## config.mk

```make
export PLATFORM = sky130hd
export DESIGN_NAME = clock_source_and_output_unit
export DESIGN_NICKNAME = d
export VERILOG_FILES = /design/src/hdl/clock_unit_pkg.sv /design/src/hdl/core_clock_divider.sv /design/src/hdl/clock_source_and_output_unit.sv
export VERILOG_INCLUDE_DIRS = /design/src /design/src/hdl
export SDC_FILE = /design/constraint.sdc
export NUM_CORES = 1
export LEC_CHECK = 0
export ABC_AREA = 1
export ABC_CLOCK_PERIOD_IN_PS = 4200
export BUFFER_PORTS_ARGS = -buffer_cell sky130_fd_sc_hd__buf_2
export CAP_MARGIN = 40
export CORE_MARGIN = 1.5
export CORE_UTILIZATION = 61
export CTS_CLUSTER_DIAMETER = 80
export DETAILED_ROUTE_END_ITERATION = 8
export GPL_TIMING_DRIVEN = 0
export PLACE_DENSITY = 0.85
export SLEW_MARGIN = 10
export SYNTH_ARGS = -nofsm -noshare
export SYNTH_HDL_FRONTEND = slang
export SYNTH_SLANG_ARGS = --single-unit
```

## constraint.sdc

```tcl
create_clock -name ref_clk -period 4.2 [get_ports ref_clk]
set_input_delay 0 -clock ref_clk [delete_from_list [all_inputs] [get_ports ref_clk]]
set_output_delay 0 -clock ref_clk [all_outputs]
set_load 0.1 [all_outputs]
```

## src/hdl/clock_unit_defs.svh

```systemverilog
// Offsets, field positions, reset values and timing counts of the
// clock source and output unit. Definitions only; included by name.
`ifndef CLOCK_UNIT_DEFS_SVH
`define CLOCK_UNIT_DEFS_SVH

// ============================================================
// Register offsets
`define OFS_RC_TUNE        8'h96
`define OFS_CORE_DIV       8'hC8
`define OFS_CLOCK_STATUS   8'hC9

// ============================================================
// Field positions
`define TUNE_DIVIDED_CLOCK_OUTPUT_PIN_BIT    6
`define TUNE_TRIM_MSB      5
`define STAT_RUN_BIT       7
`define STAT_DIVIDED_CLOCK_OUTPUT_PIN_BIT    6
`define STAT_AVAIL_BIT     5
`define STAT_SRC_MSB       2

// ============================================================
// Reset values
`define RST_FACTORY_TUNE   7'h20
`define RST_CORE_DIV       8'h00

// ============================================================
// Wake-up timing
`define XTAL_WAKE_OSC      12'd992
`define OTHER_WAKE_OSC     12'd224
`define WAKE_SETTLE_NS     60000
`define REF_CLK_PERIOD_NS  25
`define WAKE_SETTLE_CYCLES \
  ((`WAKE_SETTLE_NS + `REF_CLK_PERIOD_NS - 1) / `REF_CLK_PERIOD_NS)

`endif

```

## src/hdl/clock_unit_pkg.sv

```systemverilog
// Types of the clock source and output unit.
// Assumes nothing beyond a SystemVerilog compiler.
package clock_unit_pkg;

  // ============================================================
  // Oscillator source, fixed by nonvolatile configuration
  typedef enum logic [2:0] {
    SRC_WATCHDOG  = 3'b000,
    SRC_RC        = 3'b001,
    SRC_XTAL_LOW  = 3'b010,
    SRC_XTAL_MED  = 3'b011,
    SRC_XTAL_HIGH = 3'b100,
    SRC_EXTERNAL  = 3'b101
  } source_t;

  // ============================================================
  // Wake-up sequence
  typedef enum logic [1:0] {
    WAKE_OSC  = 2'b00,
    WAKE_TIME = 2'b01,
    WAKE_RUN  = 2'b10,
    WAKE_STOP = 2'b11
  } wake_t;

  // ============================================================
  // Crystal amplifier range
  typedef enum logic [1:0] {
    RANGE_LOW  = 2'b00,
    RANGE_MED  = 2'b01,
    RANGE_HIGH = 2'b10,
    RANGE_OFF  = 2'b11
  } xtal_range_t;

endpackage

```

## src/hdl/core_clock_divider.sv

```systemverilog
// Core clock divider: turns oscillator ticks into core clock ticks.
// Assumes oscTick is a one-cycle pulse on ref_clk.
module core_clock_divider #(
  parameter int DIV_WIDTH = 8
) (
  input  wire logic                 ref_clk,
  input  wire logic                 rst_b,
  input  wire logic                 oscTick,
  input  wire logic [DIV_WIDTH-1:0] divideValue,
  output logic                      divTick
);

  // ============================================================
  // Parameter check
  if (DIV_WIDTH < 1 || DIV_WIDTH > 8) begin : g_bad_width
    $error("DIV_WIDTH must be 1 to 8");
  end

  // ============================================================
  // Counter
  logic [DIV_WIDTH:0] cnt;
  wire  [DIV_WIDTH:0] limit;
  wire                atLimit;

  // Divide by twice the value, zero means no division
  assign limit   = (divideValue == '0) ? '0 : {divideValue, 1'b0} - 1'b1;
  // Compare, not equality: a new value never strands the counter
  assign atLimit = (cnt >= limit);

  always_ff @(posedge ref_clk) begin
    if (!rst_b) begin
      cnt     <= '0;
      divTick <= 1'b0;
    end else begin
      divTick <= oscTick && atLimit;
      if (oscTick) begin
        cnt <= atLimit ? '0 : cnt + 1'b1;
      end
    end
  end
endmodule

```

## src/hdl/clock_source_and_output_unit.sv

```systemverilog
// Clock source selection, wake-up delay, core and peripheral clock
// enables, RC trim register and the divided clock output pin.
// Assumes one 40 MHz ref_clk; oscillator and pin inputs are async.
//
// Functional notes
// - Oscillator source is one of six, fixed by nonvolatile config
// - Oscillator clock feeds core divider producing the CPU core clock
// - A machine cycle spans two core clocks
// - Peripheral clock runs at exactly half the core clock
// - Crystal offers low, medium and high ranges
// - RC oscillator runs nominally at 7.373 MHz with factory trim
// - Six-bit writable trim field tunes the RC oscillator
// - Only power-on reset loads factory trim; others keep it
// - Watchdog oscillator, nominally 400 kHz, is a selectable source
// - External mode frees crystal output pin for port or clock out
// - Clock output only when crystal oscillator is unused
// - Clock output pin driven only while enable bit is set; after a clear the code keeps it driven until the output level is low
// - Clock output toggles at half the core clock
// - Trim register: enable bit 6, trim bits 5..0, bit 7 unused
// - Core clock held off for oscillator count plus settle time
// - Divider reaches 510, changeable at any time
//
// The plain strobed port was decided locally.
`include "clock_unit_defs.svh"

module clock_source_and_output_unit #(
  parameter logic [6:0] FACTORY_TUNE = `RST_FACTORY_TUNE,
  parameter int         DIV_WIDTH    = 8
) (
  input  wire logic                       ref_clk,
  input  wire logic                       rst_b,
  input  wire logic                       porRst_b,
  input  wire logic [2:0]                 sourceConfig,
  input  wire logic                       rtcUsesCrystal,
  input  wire logic                       wakeReq,
  input  wire logic                       stopReq,
  input  wire logic                       wdOscIn,
  input  wire logic                       rcOscIn,
  input  wire logic                       crystalInPin,
  input  wire logic                       portOut,
  input  wire logic                       portOe,
  output logic                            crystalOutPinOut,
  output logic                            crystalOutPinOe,
  input  wire logic [7:0]                 regAddr,
  input  wire logic [7:0]                 regWrData,
  input  wire logic                       regWr,
  input  wire logic                       regRd,
  output logic [7:0]                      regRdData,
  output logic [5:0]                      rcTrim,
  output logic                            rcOscEnable,
  output logic                            xtalAmpEnable,
  output clock_unit_pkg::xtal_range_t     crystalRange,
  output logic                            coreClockTick,
  output logic                            peripheralClockTick,
  output logic                            machinePhase,
  output logic                            clockRunning
);
  import clock_unit_pkg::*;

  localparam logic [11:0] SETTLE_CYCLES = 12'(`WAKE_SETTLE_CYCLES);

  if (DIV_WIDTH < 1 || DIV_WIDTH > 8) begin : g_bad_width
    $error("DIV_WIDTH must be 1 to 8");
  end

  // ============================================================
  // Source configuration
  source_t source;
  wire     cfgLegal;
  wire     xtalSource;
  wire     clkOutAvail;

  assign cfgLegal = (sourceConfig <= SRC_EXTERNAL);

  always_ff @(posedge ref_clk) begin
    if (!rst_b) begin
      source <= cfgLegal ? source_t'(sourceConfig) : SRC_RC;
    end
  end

  assign xtalSource = (source == SRC_XTAL_LOW) ||
                      (source == SRC_XTAL_MED) ||
                      (source == SRC_XTAL_HIGH);
  assign clkOutAvail = !xtalSource && !rtcUsesCrystal;

  always_comb begin
    unique case (source)
      SRC_XTAL_LOW:  crystalRange = RANGE_LOW;
      SRC_XTAL_MED:  crystalRange = RANGE_MED;
      SRC_XTAL_HIGH: crystalRange = RANGE_HIGH;
      default:       crystalRange = rtcUsesCrystal ? RANGE_LOW : RANGE_OFF;
    endcase
  end

  assign rcOscEnable   = (source == SRC_RC);
  assign xtalAmpEnable = xtalSource || rtcUsesCrystal;

  // ============================================================
  // Oscillator sampling
  // Edges are counted, so 18 MHz is near the limit of a 40 MHz sampler
  logic [2:0] oscMeta;
  logic [2:0] oscSync;
  logic       oscPrev;
  wire        oscSel;
  wire        oscTick;

  always_ff @(posedge ref_clk) begin
    if (!rst_b) begin
      oscMeta <= 3'h0;
      oscSync <= 3'h0;
      oscPrev <= 1'b0;
    end else begin
      oscMeta <= {crystalInPin, rcOscIn, wdOscIn};
      oscSync <= oscMeta;
      oscPrev <= oscSel;
    end
  end

  // Crystal and external both on crystal input pin
  assign oscSel = (source == SRC_WATCHDOG) ? oscSync[0] :
                  (source == SRC_RC)       ? oscSync[1] : oscSync[2];
  assign oscTick = oscSel && !oscPrev;

  // ============================================================
  // Wake-up sequence
  wake_t       state;
  wake_t       next_state;
  logic [11:0] wakeCnt;
  wire  [11:0] oscLimit;
  wire         oscDone;
  wire         timeDone;

  assign oscLimit = xtalSource ? `XTAL_WAKE_OSC : `OTHER_WAKE_OSC;
  assign oscDone  = oscTick && (wakeCnt == oscLimit - 12'd1);
  assign timeDone = (wakeCnt == SETTLE_CYCLES - 12'd1);

  always_comb begin
    next_state = state;
    unique case (state)
      WAKE_OSC:  if (oscDone) next_state = WAKE_TIME;
      WAKE_TIME: if (timeDone) next_state = WAKE_RUN;
      WAKE_RUN:  if (stopReq) next_state = WAKE_STOP;
      WAKE_STOP: if (wakeReq) next_state = WAKE_OSC;
    endcase
  end

  always_ff @(posedge ref_clk) begin
    if (!rst_b) begin
      state   <= WAKE_OSC;
      wakeCnt <= 12'h000;
    end else begin
      state <= next_state;
      if (next_state != state) begin
        wakeCnt <= 12'h000;
      end else if (state == WAKE_TIME || (state == WAKE_OSC && oscTick)) begin
        wakeCnt <= wakeCnt + 12'd1;
      end
    end
  end

  assign clockRunning = (state == WAKE_RUN);

  // ============================================================
  // Registers
  logic [6:0]           tune;
  logic [DIV_WIDTH-1:0] coreDiv;
  logic                 clkOutRun;
  wire                  hitTune;
  wire                  hitDiv;
  wire                  hitStat;
  wire  [7:0]           statusByte;
  wire  [7:0]           readMux;

  assign hitTune = (regAddr == `OFS_RC_TUNE);
  assign hitDiv  = (regAddr == `OFS_CORE_DIV);
  assign hitStat = (regAddr == `OFS_CLOCK_STATUS);

  // Power-on reset only; trim and enable fields
  always_ff @(posedge ref_clk) begin
    if (!porRst_b) begin
      tune <= FACTORY_TUNE;
    end else if (regWr && hitTune) begin
      tune <= regWrData[`TUNE_DIVIDED_CLOCK_OUTPUT_PIN_BIT:0];
    end
  end

  always_ff @(posedge ref_clk) begin
    if (!rst_b) begin
      coreDiv <= DIV_WIDTH'(`RST_CORE_DIV);
    end else if (regWr && hitDiv) begin
      coreDiv <= regWrData[DIV_WIDTH-1:0];
    end
  end

  assign rcTrim = tune[`TUNE_TRIM_MSB:0];

  assign statusByte = {clockRunning, clkOutRun, clkOutAvail, 2'b00,
                       source};
  assign readMux = hitTune ? {1'b0, tune} :
                   hitDiv  ? 8'(coreDiv) :
                   hitStat ? statusByte : 8'h00;

  always_ff @(posedge ref_clk) begin
    if (!rst_b) begin
      regRdData <= 8'h00;
    end else begin
      regRdData <= regRd ? readMux : 8'h00;
    end
  end

  // ============================================================
  // Core and peripheral clock enables
  wire divTick;
  wire coreNow;

  core_clock_divider #(
    .DIV_WIDTH   (DIV_WIDTH)
  ) core_clock_divider_inst (
    .ref_clk     (ref_clk),
    .rst_b       (rst_b),
    .oscTick     (oscTick),
    .divideValue (coreDiv),
    .divTick     (divTick)
  );

  // Core clock gated by wake state
  assign coreNow = divTick && clockRunning;

  always_ff @(posedge ref_clk) begin
    if (!rst_b) begin
      coreClockTick       <= 1'b0;
      peripheralClockTick <= 1'b0;
      machinePhase        <= 1'b0;
    end else begin
      coreClockTick       <= coreNow;
      peripheralClockTick <= coreNow && machinePhase;
      if (coreNow) begin
        machinePhase <= !machinePhase;
      end
    end
  end

  // ============================================================
  // Clock output pin
  logic clkOutLevel;
  wire  clkOutWanted;

  assign clkOutWanted = tune[`TUNE_DIVIDED_CLOCK_OUTPUT_PIN_BIT] && clkOutAvail;

  // Start and stop at low level; loss of availability stops at once at any level
  always_ff @(posedge ref_clk) begin
    if (!rst_b) begin
      clkOutRun   <= 1'b0;
      clkOutLevel <= 1'b0;
    end else if (!clkOutAvail) begin
      clkOutRun   <= 1'b0;
      clkOutLevel <= 1'b0;
    end else begin
      if (!clkOutRun && clkOutWanted) begin
        clkOutRun <= 1'b1;
      end else if (clkOutRun && !clkOutWanted && !clkOutLevel) begin
        clkOutRun <= 1'b0;
      end
      // Half core rate
      // Never toggle up on the edge that stops the output
      if (clkOutRun && coreNow && (clkOutWanted || clkOutLevel)) begin
        clkOutLevel <= !clkOutLevel;
      end
    end
  end

  assign crystalOutPinOut = clkOutRun ? clkOutLevel : portOut;
  assign crystalOutPinOe  = clkOutRun ||
                            (source == SRC_EXTERNAL && portOe);

  // ============================================================
  // Assertions
  logic [1:0] coreSincePeriph;

  always_ff @(posedge ref_clk) begin
    if (!rst_b || peripheralClockTick) begin
      coreSincePeriph <= 2'd0;
    end else if (coreClockTick && coreSincePeriph != 2'd3) begin
      coreSincePeriph <= coreSincePeriph + 2'd1;
    end
  end
endmodule

```

# Word level (Yosys, flattened, before mapping)
# Cells that the tools add are included.
[word_totals] out_inout_bits=24 elab_cells=94 ff_bits=62
[op_classes] n_addsub=4 muxes=18 n_eq_ne=14 reduce_logical=37 bitwise=2 magnitude_cmp=2
[ops] operator="$eq 8x8->1 const B" count=3
[ops] operator="$mux 9" count=2
[ops] operator="$logic_and 1x1->1" count=16
[ops] operator="$mux 8" count=2
[ops] operator="$add 12x1->12 const B" count=1
[ops] operator="$eq 12x12->1" count=1
[ops] operator="$eq 12x12->1 const B" count=1
[ops] operator="$sub 10x1->11 const B" count=1
[ops] operator="$mux 10" count=1
[ops] operator="$mux 2" count=5
[ops] operator="$add 9x1->9 const B" count=1
[ops] operator="$ge 9x9->1" count=1
[ops] operator="$sub 9x1->9 const B" count=1
[ops] operator="$logic_not 8->1" count=1
[ops] operator="$pmux 2 s4" count=1
[ops] operator="$logic_not 1->1" count=7
[ops] operator="$mux 7" count=1
[ops] operator="$eq 3x2->1 const B" count=2
[ops] operator="$eq 3x3->1 const B" count=2
[ops] operator="$logic_or 1x1->1" count=6
[ops] operator="$pmux 2 s3" count=1
[ops] operator="$mux 1" count=5
[ops] operator="$eq 2x2->1 const B" count=2
[ops] operator="$reduce_and 2->1" count=2
[ops] operator="10 further kinds" count=11

# Logic depth before layout (Yosys ltp)
# Gate-level depths: netlist of the first run.
[logic_depth] word_depth=11 ltp_mapped=16 mapped_depth_nobuf=16

# By module
# A second synthesis of the first run with hierarchy kept.
[unflattened] cells_unflattened=483 hier_area_um2=3467.1
[modules_own_cells] mod="clock_source_and_output_unit" n_inst=1 area_each_um2=2585.0 cells_per_inst=361 seq_area_each_um2=1071.0
[modules_own_cells] mod="core_clock_divider" n_inst=1 area_each_um2=882.1 cells_per_inst=122 seq_area_each_um2=200.2

# Least setup slack after synthesis of the first run
# Ideal clock, no wire load.
[synth_timing] path_kind="flip-flop to flip-flop" startpoint="register coreDiv[2]" endpoint="register core_clock_divider_inst.cnt[0]" slack_ps=2109 stages_incl_launch_ff=13 n_path_buf=0 synth_period_minus_slack_ps=2091 arrival_time_ps=2021 setup_time_ps=71 path_cell_list="dfxtp_1 -> nor2_1 -> nand2_1 -> inv_1 -> nand4_1 -> nand3_1 -> ha_1 -> a21oi_1 -> o21a_1 -> nand3_1 -> o21ai_0 -> nand2_1 -> a21oi_1"
[synth_between] elab_chain_cells=4 word_cells_on_any_way=5 cone_classes="1 x add/sub; 1 x order compare; 2 x mux; 1 x reduce/logical"
[synth_rtl] item="from (decl)" line="clock_source_and_output_unit.sv:166" rtl="logic [DIV_WIDTH-1:0] coreDiv;"
[synth_rtl] item="from (signal assigned)" line="clock_source_and_output_unit.sv:189" rtl="coreDiv <= DIV_WIDTH'(`RST_CORE_DIV);"
[synth_rtl] item="from (signal assigned)" line="clock_source_and_output_unit.sv:191" rtl="coreDiv <= regWrData[DIV_WIDTH-1:0];"
[synth_rtl] item="$sub 9x1->9 or $logic_not 8->1 (tied branches)" line="core_clock_divider.sv:26" rtl="assign limit = (divideValue == '0) ? '0 : {divideValue, 1'b0} - 1'b1;"
[synth_rtl] item="$mux 9 (*)" line="core_clock_divider.sv:26"
[synth_rtl] item="$ge 9x9->1 (*)" line="core_clock_divider.sv:28" rtl="assign atLimit = (cnt >= limit);"
[synth_rtl] item="$mux 9 (*)" line="core_clock_divider.sv:37" rtl="cnt <= atLimit ? '0 : cnt + 1'b1;"
[synth_rtl] item="to (signal assigned)" line="core_clock_divider.sv:37"
[synth_rtl] item="to (decl)" line="core_clock_divider.sv:21" rtl="logic [DIV_WIDTH:0] cnt;"
# Mark *: on every way between the ends. The rest lies on a longest branch, timed or not.
# A chain may end at the register's enable or synchronous reset.

# Worst setup path in the final report of the first run
[layout_timing] startpoint="register coreDiv[0]" endpoint="register core_clock_divider_inst.cnt[0]"
# Same word-level chain as after synthesis.

==> results.yml, run 1 <==
power_and_ir_drop:
  comb_power_share_pct: 13.4
  p_int_mw: 0.867
  pwr-share-clk_pct: 36.6
  power_leakage_nw: 1.97
  p_seq_share_pct: 49.9
  total_power_mw: 1.22
  powerDensity_mw_per_mm2: 290
  swShare_pct: 29.0
  switchingPower_mw: 0.355
  ir_worst_vdd_uv: 288
cts:
  numCtsBuffers: 9
  numClockSinks: 62
  cts.reportedPaths.clkPinSlew_ps: 70
  clk_latency_ps: 350
  tritoncts: "yes"
  ctsLongestPathBuffers: 2
  cts_setup_buffers: 0
  ctsHtreeMaxLevel: 3
  root_buffer: "clkbuf_8"
routing:
  ant_nets: 0
  drt_iter0_drc: 187
  viasPerCell: 5.23
  vias: 3503
  drt-total-wl_um: 8650
  drc: 0
  routedWlPerCell_um: 12.9
  drtPass1Iterations: 4
global_route:
  grt_max_degree: 13
  grt_usage_pct: 30.0
  grt_pass1_wl_um: 14600
  antenna_found_initial: 0
  grt.overflow.total: 0
  grt_pass1_vias: 3451
placed_design:
  place_congestion: 0.934
  dp_cells: 635
  place_hpwl_um: 5940
  io_buffer_count: 54
yosys:
  syn_avg_cell_area_sq_um: 6.88
  yosysUniqueCellTypes: 33
  synth_edf_count: 3
  syn-cell-area_sq_mm: 0.00350
  synth_most_common_cell: "nand2_1"
  yosys.area.top_type: "dfxtp_1"
  synth_area_leaders: "dfxtp_1 (34%), nand2_1 (11%), inv_1 (9.0%)"
  ys_warn_count: 0
  yosysTopAreaCellShare_pct: 33.7
  synth_nets: 554
  seq_area_frac_synth_pct: 36.3
  async_flop_share_pct: 0
  synth_commonest_cells: "nand2_1 (106), inv_1 (84), dfxtp_1 (59), nand3_1 (52), nor2_1 (46)"
  ys.flop_type: "dfxtp_1"
  synth_seq_cells: 62
  syn_inst: 509
cells_and_area:
  fillers: 398
  drive_gt1_share_pct: 16.6
  final_core_util_pct: 76.5
  antenna_cells: 0
  layoutNonFillerInstCount: 670
  nets: 638
  multi_input_area_sq_mm: 0.00181
  register_area_sq_mm: 0.00127
  area_growth_pct: 20.3
setup_path:
  crit_slowest_cell: "ha_1"
  critPathMaxFanout: 7
  max_stage_delay_ps: 330
  cp.arrival_ps: 2930
  crit_path_cell_trace: "inv_1 > nand2_1 > inv_1 > nand3_1 > nor2_1 > nand2_1 > nand2_1 > nand3_1 > ha_1 > a21oi_1 > o21a_1 > nand3_1 > o21ai_0 > nand2_1 > a21oi_1"
  crit_required_ps: 4480
  critPathKind: "flop to flop"
  r2r_slack_ps: 1540
  crit_top_cell: "nand2_1"
  cp-end-kind: "flop"
  startpoint_type: "flop"
floorplanning:
  die-area_sq_mm: 0.00620
  num_io_pins: 56
  core_area_sq_mm: 0.00551
  rows: 27
  initial_core_util_pct: 63.6
  die_h_um: 78.8
  die_w_um: 78.8
timing:
  fmax_mhz: 377
  grt_setup_unrepaired: "false"
  setup_viol: 0
  min_period_over_period_pct: 63.2
  fin_setup_tns_ps: 0
  hold_viol: 0
  relSlewSlack_pct: 58.0
  fin_skew_ps: 6.68
  worst_slew_pin_slew_ps: 629
  period_minus_slack_ps: 2660
  whs_ps: 29.1
  finalMaxSlewViolations: 0
worst_hold_path:
  min_path_type: "input port to flop"
flow_run:
  maxCapViolCount: 0
status:
  status: "completed"
## power by group through the flow
stage                     Combinational (mW)  Clock, mW  Sequential [mW]
after floorplan                        0.108          0            0.622
after global placement                 0.145          0            0.623
after detailed placement               0.149          0            0.624
after CTS                              0.161      0.451            0.610
after global routing                   0.180      0.475            0.611
final                                  0.164      0.448            0.611
## area by class of cell
type                       instances  share of cell area, %
buffer                            17                   2.58
tap                               72                   2.14
multi-input combinational        346                   42.9
sequential                        62                   30.2
inverter                          84                   7.49
timing repair buffer              73                   10.9
clock buffer                      12                   3.21
clock inverter                     4                  0.564
## path summary, 6_finish.rpt
| kind | start | to | depth (start not counted) |
|---|---|---|---|
| worst min register to register | oscMeta[2] | oscSync[2] | 2 |
| worst max register to register | coreDiv[0] | core_clock_divider_inst.cnt[0] | 15 |
| worst min-delay path | stopReq | state[0] | 5 |
| worst max-delay path | coreDiv[0] | core_clock_divider_inst.cnt[0] | 15 |
## metrics by stage
stage / setup slack, ps / instance area (sq um)
floorplan: 2110 / 3500
global placement: 1770 / 3860
detailed placement: 1620 / 3860
CTS: 1550 / 4210
global route: 1250 / 4210
finish: 1540 / 4210
## timing repair
action | in CTS | in global routing
hold buffers | 19 | 0
endpoints found under the setup margin | 0 | 0
gates resized for setup | 0 | 0
endpoints found under the hold margin | 23 | 0
## cell families (layout without fill, tap and decap cells)
logic type / count (synthesis) / count (layout) / share of synthesized area [%]
xor gates and xnor gates: 13 / 13 / 3.25
AOI/OAI and AO/OA: 64 / 64 / 10.2
adders and majority gates: 13 / 13 / 4.64
buffers and inverters: 101 / 190 / 12.1
and+or+nand+nor: 256 / 256 / 33.5
DFF: 62 / 62 / 36.3
## registers in the layout (all words and copies together), names as in the netlist
name and cells:
wakeCnt 12, core_clock_divider_inst.cnt 9, coreDiv 8, regRdData 8, tune 7, oscMeta 3
oscSync 3, source 3, state 2, clkOutLevel 1, clkOutRun 1, coreClockTick 1
core_clock_divider_inst.divTick 1, machinePhase 1, oscPrev 1, peripheralClockTick 1
## cell usage in the layout, fill, tap and decap left out, types with 2 or more instances in the layout
| cell | synthesis | final |
|---|---|---|
| buf_2 | 0 | 54 |
| edfxtp_1 | 3 | 3 |
| or2_4 | 2 | 2 |
| buf_4 | 8 | 8 |
| nand4_1 | 12 | 12 |
| clkbuf_8 | 0 | 9 |
| nor2_1 | 46 | 46 |
| clkbuf_1 | 6 | 9 |
| o21ai_0 | 22 | 22 |
| nand2_2 | 4 | 4 |
| o211ai_1 | 7 | 7 |
| nor3_1 | 13 | 13 |
| dfxtp_1 | 59 | 59 |
| dlygate4sd3_1 | 0 | 19 |
| nor2_2 | 11 | 11 |
| nand3_1 | 52 | 52 |
| nand3b_1 | 3 | 3 |
| clkinvlp_4 | 0 | 2 |
| buf_6 | 2 | 2 |
| nand2_1 | 106 | 106 |
| o21bai_1 | 2 | 2 |
| o21a_1 | 2 | 2 |
| xor2_1 | 9 | 9 |
| inv_1 | 84 | 84 |
| a21oi_1 | 28 | 28 |
| xnor2_1 | 4 | 4 |
| o31ai_1 | 2 | 2 |
| ha_1 | 13 | 13 |
## critical path, delay by kind of cell, from the launching register on
family	cells	cell delay, ps
fa+ha+maj	1	330
buf+inv	2	260
compound gates	4	760
flops	1	300
simple gates	8	950
## per-layer routing
layer | global-route usage (%) | vias to the layer above | share of wire (%)
met5 | 0 | - | 0
met4 | 16.1 | 0 | 2.4
met3 | 7.70 | 19 | 5.9
met2 | 51.9 | 124 | 49
met1 | 33.6 | 1567 | 43
li1 | - | 1793 | -
Power figures use the tool's default switching activity.
==> run 2: changes to the inputs <==
- ABC_CLOCK_PERIOD_IN_PS: 4200 -> 2250
- CORE_UTILIZATION: 61 -> 51
- PLACE_DENSITY: 0.85 -> 0.76
- clock period: 4.2 -> 2.25 ns (I/O delays scaled with it)
==> run 2 against run 1 <==
Hold slack gained 56 ps. Global-route usage fell by 4.9 points. Utilization decreased by 9.9 points. Wire length rose by 3.4%. Count of clock-buffer cells in the layout decreased by 2. Critical path depth down 1. Cell count is 2.7% higher. Design area increased by 6.3%. Sequential share of layout area fell by 1.5 points.
==> results.yml, run 2 (synthesis results as in run 1) <==
timing:
  fin_setup_tns_ps: 0
  fmax_mhz: 456
  setup_viol: 0
  worst_slew_pin_slew_ps: 620
  period_minus_slack_ps: 2190
  hold_viol: 0
  grt_setup_unrepaired: "true"
  min_period_over_period_pct: 97.5
  final.setup.worst_slack_ps: 57.1
  whs_ps: 85.3
  relSlewSlack_pct: 58.7
  fin_skew_ps: 15.0
  finalMaxSlewViolations: 0
setup_path:
  crit_slowest_cell: "dfxtp_4"
  crit_buf_inv: 2
  critical_path.top_delay_family: "simple AND/OR/NAND/NOR gates"
  cp-end-kind: "flop"
  startpoint: "coreDiv[3]"
  startpoint_type: "flop"
  critPathKind: "flop to flop"
  critPathMaxFanout: 7
  max_stage_delay_ps: 360
  crit_top_cell: "nor2_1"
  cp.arrival_ps: 2470
  reg2reg_from: "coreDiv[3]"
  crit_path_cell_trace: "nor2_4 > nand2_2 > inv_2 > nand4_1 > buf_4 > nand3_1 > ha_1 > nand2_1 > nor2_1 > nand3b_1 > nand3_2 > o21ai_4 > nand2_4 > nor2_1"
  crit_required_ps: 2530
routing:
  vias: 3579
  drt-total-wl_um: 8940
  drtPass1Iterations: 4
  drc: 0
  routedWlPerCell_um: 13.0
  viasPerCell: 5.20
  drt_iter0_drc: 138
  ant_nets: 0
power_and_ir_drop:
  powerDensity_mw_per_mm2: 531
  switchingPower_mw: 0.710
  p_seq_share_pct: 47.8
  power_leakage_nw: 2.06
  ir_worst_vdd_uv: 389
  pwr-share-clk_pct: 38.3
  swShare_pct: 29.9
  comb_power_share_pct: 13.8
  p_int_mw: 1.67
  total_power_mw: 2.38
placed_design:
  place_congestion: 0.904
  place_hpwl_um: 6100
  place_ws_ps: -389
  placed_area_sq_mm: 0.00387
  dp_cells: 643
  io_buffer_count: 54
cells_and_area:
  max_flop_register: "wakeCnt"
  reg.largest.list: "wakeCnt (12), core_clock_divider_inst.cnt (9)"
  register_area_sq_mm: 0.00128
  final_cell_mix: "nand2_1 (103), inv_1 (80), dfxtp_1 (54), buf_2 (54), nand3_1 (48)"
  multi_input_area_sq_mm: 0.00194
  drive_gt1_share_pct: 23.0
  nets: 648
  area_growth_pct: 27.8
  final_area_sq_mm: 0.00448
  final_core_util_pct: 66.6
  fillers: 549
  layoutNonFillerInstCount: 688
  final_common_cell: "nand2_1"
  largest_register_ffs: 12
  antenna_cells: 0
cts:
  numCtsBuffers: 9
  tritoncts: "yes"
  ctsHtreeMaxLevel: 3
  ctsLongestPathBuffers: 2
  numClockSinks: 62
  cts.reportedPaths.clkPinSlew_ps: 70
  root_buffer: "clkbuf_8"
  clk_latency_ps: 350
floorplanning:
  initial_core_util_pct: 52.1
  die-area_sq_mm: 0.00737
  die_w_um: 85.9
  num_io_pins: 56
  rows: 30
  core_area_sq_mm: 0.00672
  die_h_um: 85.9
flow_run:
  maxCapViolCount: 0
global_route:
  grt.overflow.total: 0
  grt_usage_pct: 25.1
  grt_max_degree: 13
  antenna_found_initial: 0
  grt_pass1_vias: 3437
  grt_pass1_wl_um: 14800
status:
  status: "completed"
worst_hold_path:
  worstHoldStart: "stopReq"
  min_path_type: "input port to flop"
[run 2: cell count changes in the layout (fill, tap and decap cells not counted), moves of 5 or more]
cell,before,now
buf_4,8,16
dfxtp_1,59,54
ha_1,13,8
ha_4,0,5
[run 2: per-layer routing]
layer	up-vias	wire, um	track usage (%)
met3	16	417	6.16
met5	-	0	0
met4	0	170	7.92
met1	1648	3730	27.2
li1	1818	-	-
met2	97	4620	47.5
[run 2: layout make-up]
class,instances,area share [%]
Buffer,17,2.43
Clock buffer,10,3.08
Clock inverter,6,1.06
Inverter,84,7.05
Multi-Input combinational cell,346,43.4
Sequential cell,62,28.7
Tap cell,80,2.24
Timing Repair Buffer,83,12.1
[run 2: repair_timing]
action	4_1_cts	5_1_grt
endpoints found under the hold margin	22	0
buffers inserted	5	4
pin swaps	2	10
hold buffers	20	0
resized for setup	12	27
setup endpoints to repair	10	10
[run 2: path summary, 6_finish.rpt]
| kind | cells after the start | slack (ps) | to |
|---|---|---|---|
| setup / recovery | 14 | 60 | core_clock_divider_inst.cnt[2] |
| hold / removal | 5 | 90 | state[0] |
| setup reg to reg | 14 | 60 | core_clock_divider_inst.cnt[2] |
| hold reg to reg | 2 | 420 | oscSync[1] |
[run 2: worst register-to-register path, stage by stage (launching register included)]
cell,delay [ps]
dfxtp_4,360
nor2_4,120
nand2_2,70
inv_2,50
nand4_1,160
buf_4,190
nand3_1,80
ha_1,260
nand2_1,110
nor2_1,70
nand3b_1,110
nand3_2,120
o21ai_4,180
nand2_4,110
nor2_1,130
[run 2: power groups by stage]
stage               registers, mW  logic, mW  clock network [mW]
finish                       1.14      0.329               0.911
global route                 1.14      0.357               0.966
CTS                          1.14      0.315               0.917
detailed placement           1.16      0.278                   0
global placement             1.16      0.272                   0
floorplan                    1.16      0.202                   0
==> run 3: changes to the inputs <==
- ABC_AREA: 1 -> unset
- ABC_CLOCK_PERIOD_IN_PS: 2250 -> 2800
- CORE_UTILIZATION: 51 -> 60
- PLACE_DENSITY: 0.76 -> 0.85
- SLEW_MARGIN: 10 -> 20
- clock period: 2.25 -> 2.8 ns (I/O delays scaled with it)
==> run 3 against run 2 <==
Flip-flop and latch count is the same. Hold slack lost 74 ps. Setup slack is essentially flat. Combinational power shrank 29%. Design area shrank 10%. Critical endpoint is now core_clock_divider_inst.cnt[7]. Largest cell class unchanged.
==> results.yml, run 3 <==
floorplanning:
  num_io_pins: 56
  die_w_um: 76.1
  core_area_sq_mm: 0.00514
  die_h_um: 76.1
  die-area_sq_mm: 0.00579
  rows: 26
  initial_core_util_pct: 62.4
worst_hold_path:
  min_path_type: "input port to flop"
yosys:
  syn-cell-area_sq_mm: 0.00321
  syn_inst: 372
  yosys.area.top_type: "dfxtp_1"
  synth_edf_count: 3
  ys.flop_type: "dfxtp_1"
  seq_area_frac_synth_pct: 39.6
  async_flop_share_pct: 0
  yosysUniqueCellTypes: 54
  synth_nets: 417
  synth_area_leaders: "dfxtp_1 (37%), nor2_1 (5.1%), ha_1 (5.1%)"
  ys_warn_count: 0
  syn_avg_cell_area_sq_um: 8.62
  synth_seq_cells: 62
  yosysTopAreaCellShare_pct: 36.8
  synth_most_common_cell: "dfxtp_1"
  synth_commonest_cells: "dfxtp_1 (59), nor2_1 (44), nand2_1 (42), nand3_1 (22), a21oi_1 (18)"
cells_and_area:
  nets: 502
  antenna_cells: 0
  final_common_cell: "buf_2"
  final_core_util_pct: 78.1
  final_cell_mix: "buf_2 (58), dfxtp_1 (57), nor2_1 (43), nand2_1 (42), nand3_1 (22)"
  area_growth_pct: 25.2
  largest_register_ffs: 12
  final_area_sq_mm: 0.00402
  reg.largest.list: "wakeCnt (12), core_clock_divider_inst.cnt (9)"
  max_flop_register: "wakeCnt"
  drive_gt1_share_pct: 22.3
setup_path:
  crit_path_cell_trace: "or4_4 > nor2_4 > nand3b_1 > nand2b_1 > ha_4 > a21oi_2 > o21ai_2 > a211oi_2 > clkbuf_8 > nand3_1 > a31oi_1"
  max_stage_delay_ps: 570
  crit_buf_inv: 1
  critPathKind: "flop to flop"
  cp-end-kind: "flop"
  crit_slowest_cell: "or4_4"
  crit_required_ps: 3070
  critPathMaxFanout: 10
  r2r_slack_ps: 60
  critical_path.top_delay_family: "simple AND/OR/NAND/NOR gates"
  startpoint_type: "flop"
  cp.arrival_ps: 3010
power_and_ir_drop:
  ir_worst_vdd_uv: 448
  powerDensity_mw_per_mm2: 482
  total_power_mw: 1.94
  power_leakage_nw: 1.70
placed_design:
  place_hpwl_um: 5310
  place_congestion: 0.875
  placed_area_sq_mm: 0.00357
  io_buffer_count: 54
  place_ws_ps: -357
cts:
  clk_latency_ps: 340
  tritoncts: "yes"
  numCtsBuffers: 9
  root_buffer: "clkbuf_8"
  ctsLongestPathBuffers: 2
  cts.reportedPaths.clkPinSlew_ps: 70
  numClockSinks: 62
  ctsHtreeMaxLevel: 3
timing:
  fmax_mhz: 365
  finalMaxSlewViolations: 0
  final.setup.worst_slack_ps: 56.9
  hold_viol: 0
  worst_slew_pin_slew_ps: 696
  fin_skew_ps: 5.29
  grt_setup_unrepaired: "true"
  fin_setup_tns_ps: 0
  relSlewSlack_pct: 53.2
  period_minus_slack_ps: 2740
  setup_viol: 0
  min_period_over_period_pct: 98.0
global_route:
  grt_use_met2_pct: 51.9
  grt_use_met1_pct: 33.2
  grt_usage_pct: 28.9
  globalRoute.busiestLayer: "met2"
  globalRouteMet3Util_pct: 7.78
  grt.overflow.total: 0
  grt_pass1_wl_um: 13600
  antenna_found_initial: 0
  grt_pass1_vias: 3035
  grt_max_degree: 13
routing:
  drtPass1Iterations: 7
  drt_iter0_drc: 213
  routedWlPerCell_um: 15.3
  drc: 0
  vias: 3115
  viasPerCell: 5.86
  drt-total-wl_um: 8160
  ant_nets: 0
flow_run:
  maxCapViolCount: 0
status:
  status: "completed"
## run 3: cell types whose count changed after synthesis, sizes merged, moves of 8 or more
| cell | delta |
|---|---|
| nand3 | -32 |
| nor2 | -14 |
| nand2 | -69 |
| nand4 | -8 |
| o21ai | -11 |
| a21oi | -11 |
| mux2i | +13 |
| inv | -74 |
## run 3: cell type report
class	count	area [sq um]
multi-input combinational	278	1820
sequential	62	1280
fill	356	1120
timing repair buffer	74	468
buffer	22	131
clock buffer	9	124
tap	70	87.6
clock inverter	7	75.1
inverter	10	37.5
## run 3: final timing paths
check,from,end,depth (start not counted)
min reg2reg,oscMeta[2],oscSync[2],1
max reg2reg,coreDiv[2],core_clock_divider_inst.cnt[7],11
max,coreDiv[2],core_clock_divider_inst.cnt[7],11
min,rtcUsesCrystal,clkOutRun,3
## run 3: repair_timing
| action | CTS | global route |
|---|---|---|
| resized for setup | 4 | 10 |
| pin swaps | 2 | 5 |
| endpoints found under the setup margin | 10 | 10 |
| hold buffers | 19 | 0 |
| endpoints found under the hold margin | 22 | 0 |
| buffers inserted | 1 | 0 |
## run 3: metrics by stage
stage               hold WS [ps]  std cells
floorplan                   71.8        372
detailed placement           213        496
finish                      10.8        532
global route                48.4        532
CTS                         3.72        532
global placement             206        496
## run 3: tightest hold or removal path: stages
cell,delay [ps]
buf_2,130
or3_1,130
nor2_1,40
## run 3: kinds of logic after synthesis
| logic type | share of synthesized area, % |
|---|---|
| mux | 5.46 |
| fa+ha+maj | 5.07 |
| compound gates | 14.5 |
| simple gates | 25.7 |
| flops | 39.6 |
| xor+xnor | 4.64 |
| buf+inv | 4.95 |
## run 3: layer usage
metal  share of wire, %  up-vias
met1                 41     1481
li1                   -     1489
met3                6.0       16
met2                 51      129
met5                  0        -
met4                1.4        0
## run 3: power by group
part	internal (mW)	switching (mW)	leakage (nW)	total, mW
Clock	0.412	0.382	0.0931	0.794
Combinational	0.0836	0.150	1.10	0.233
Sequential	0.901	0.00878	0.507	0.910
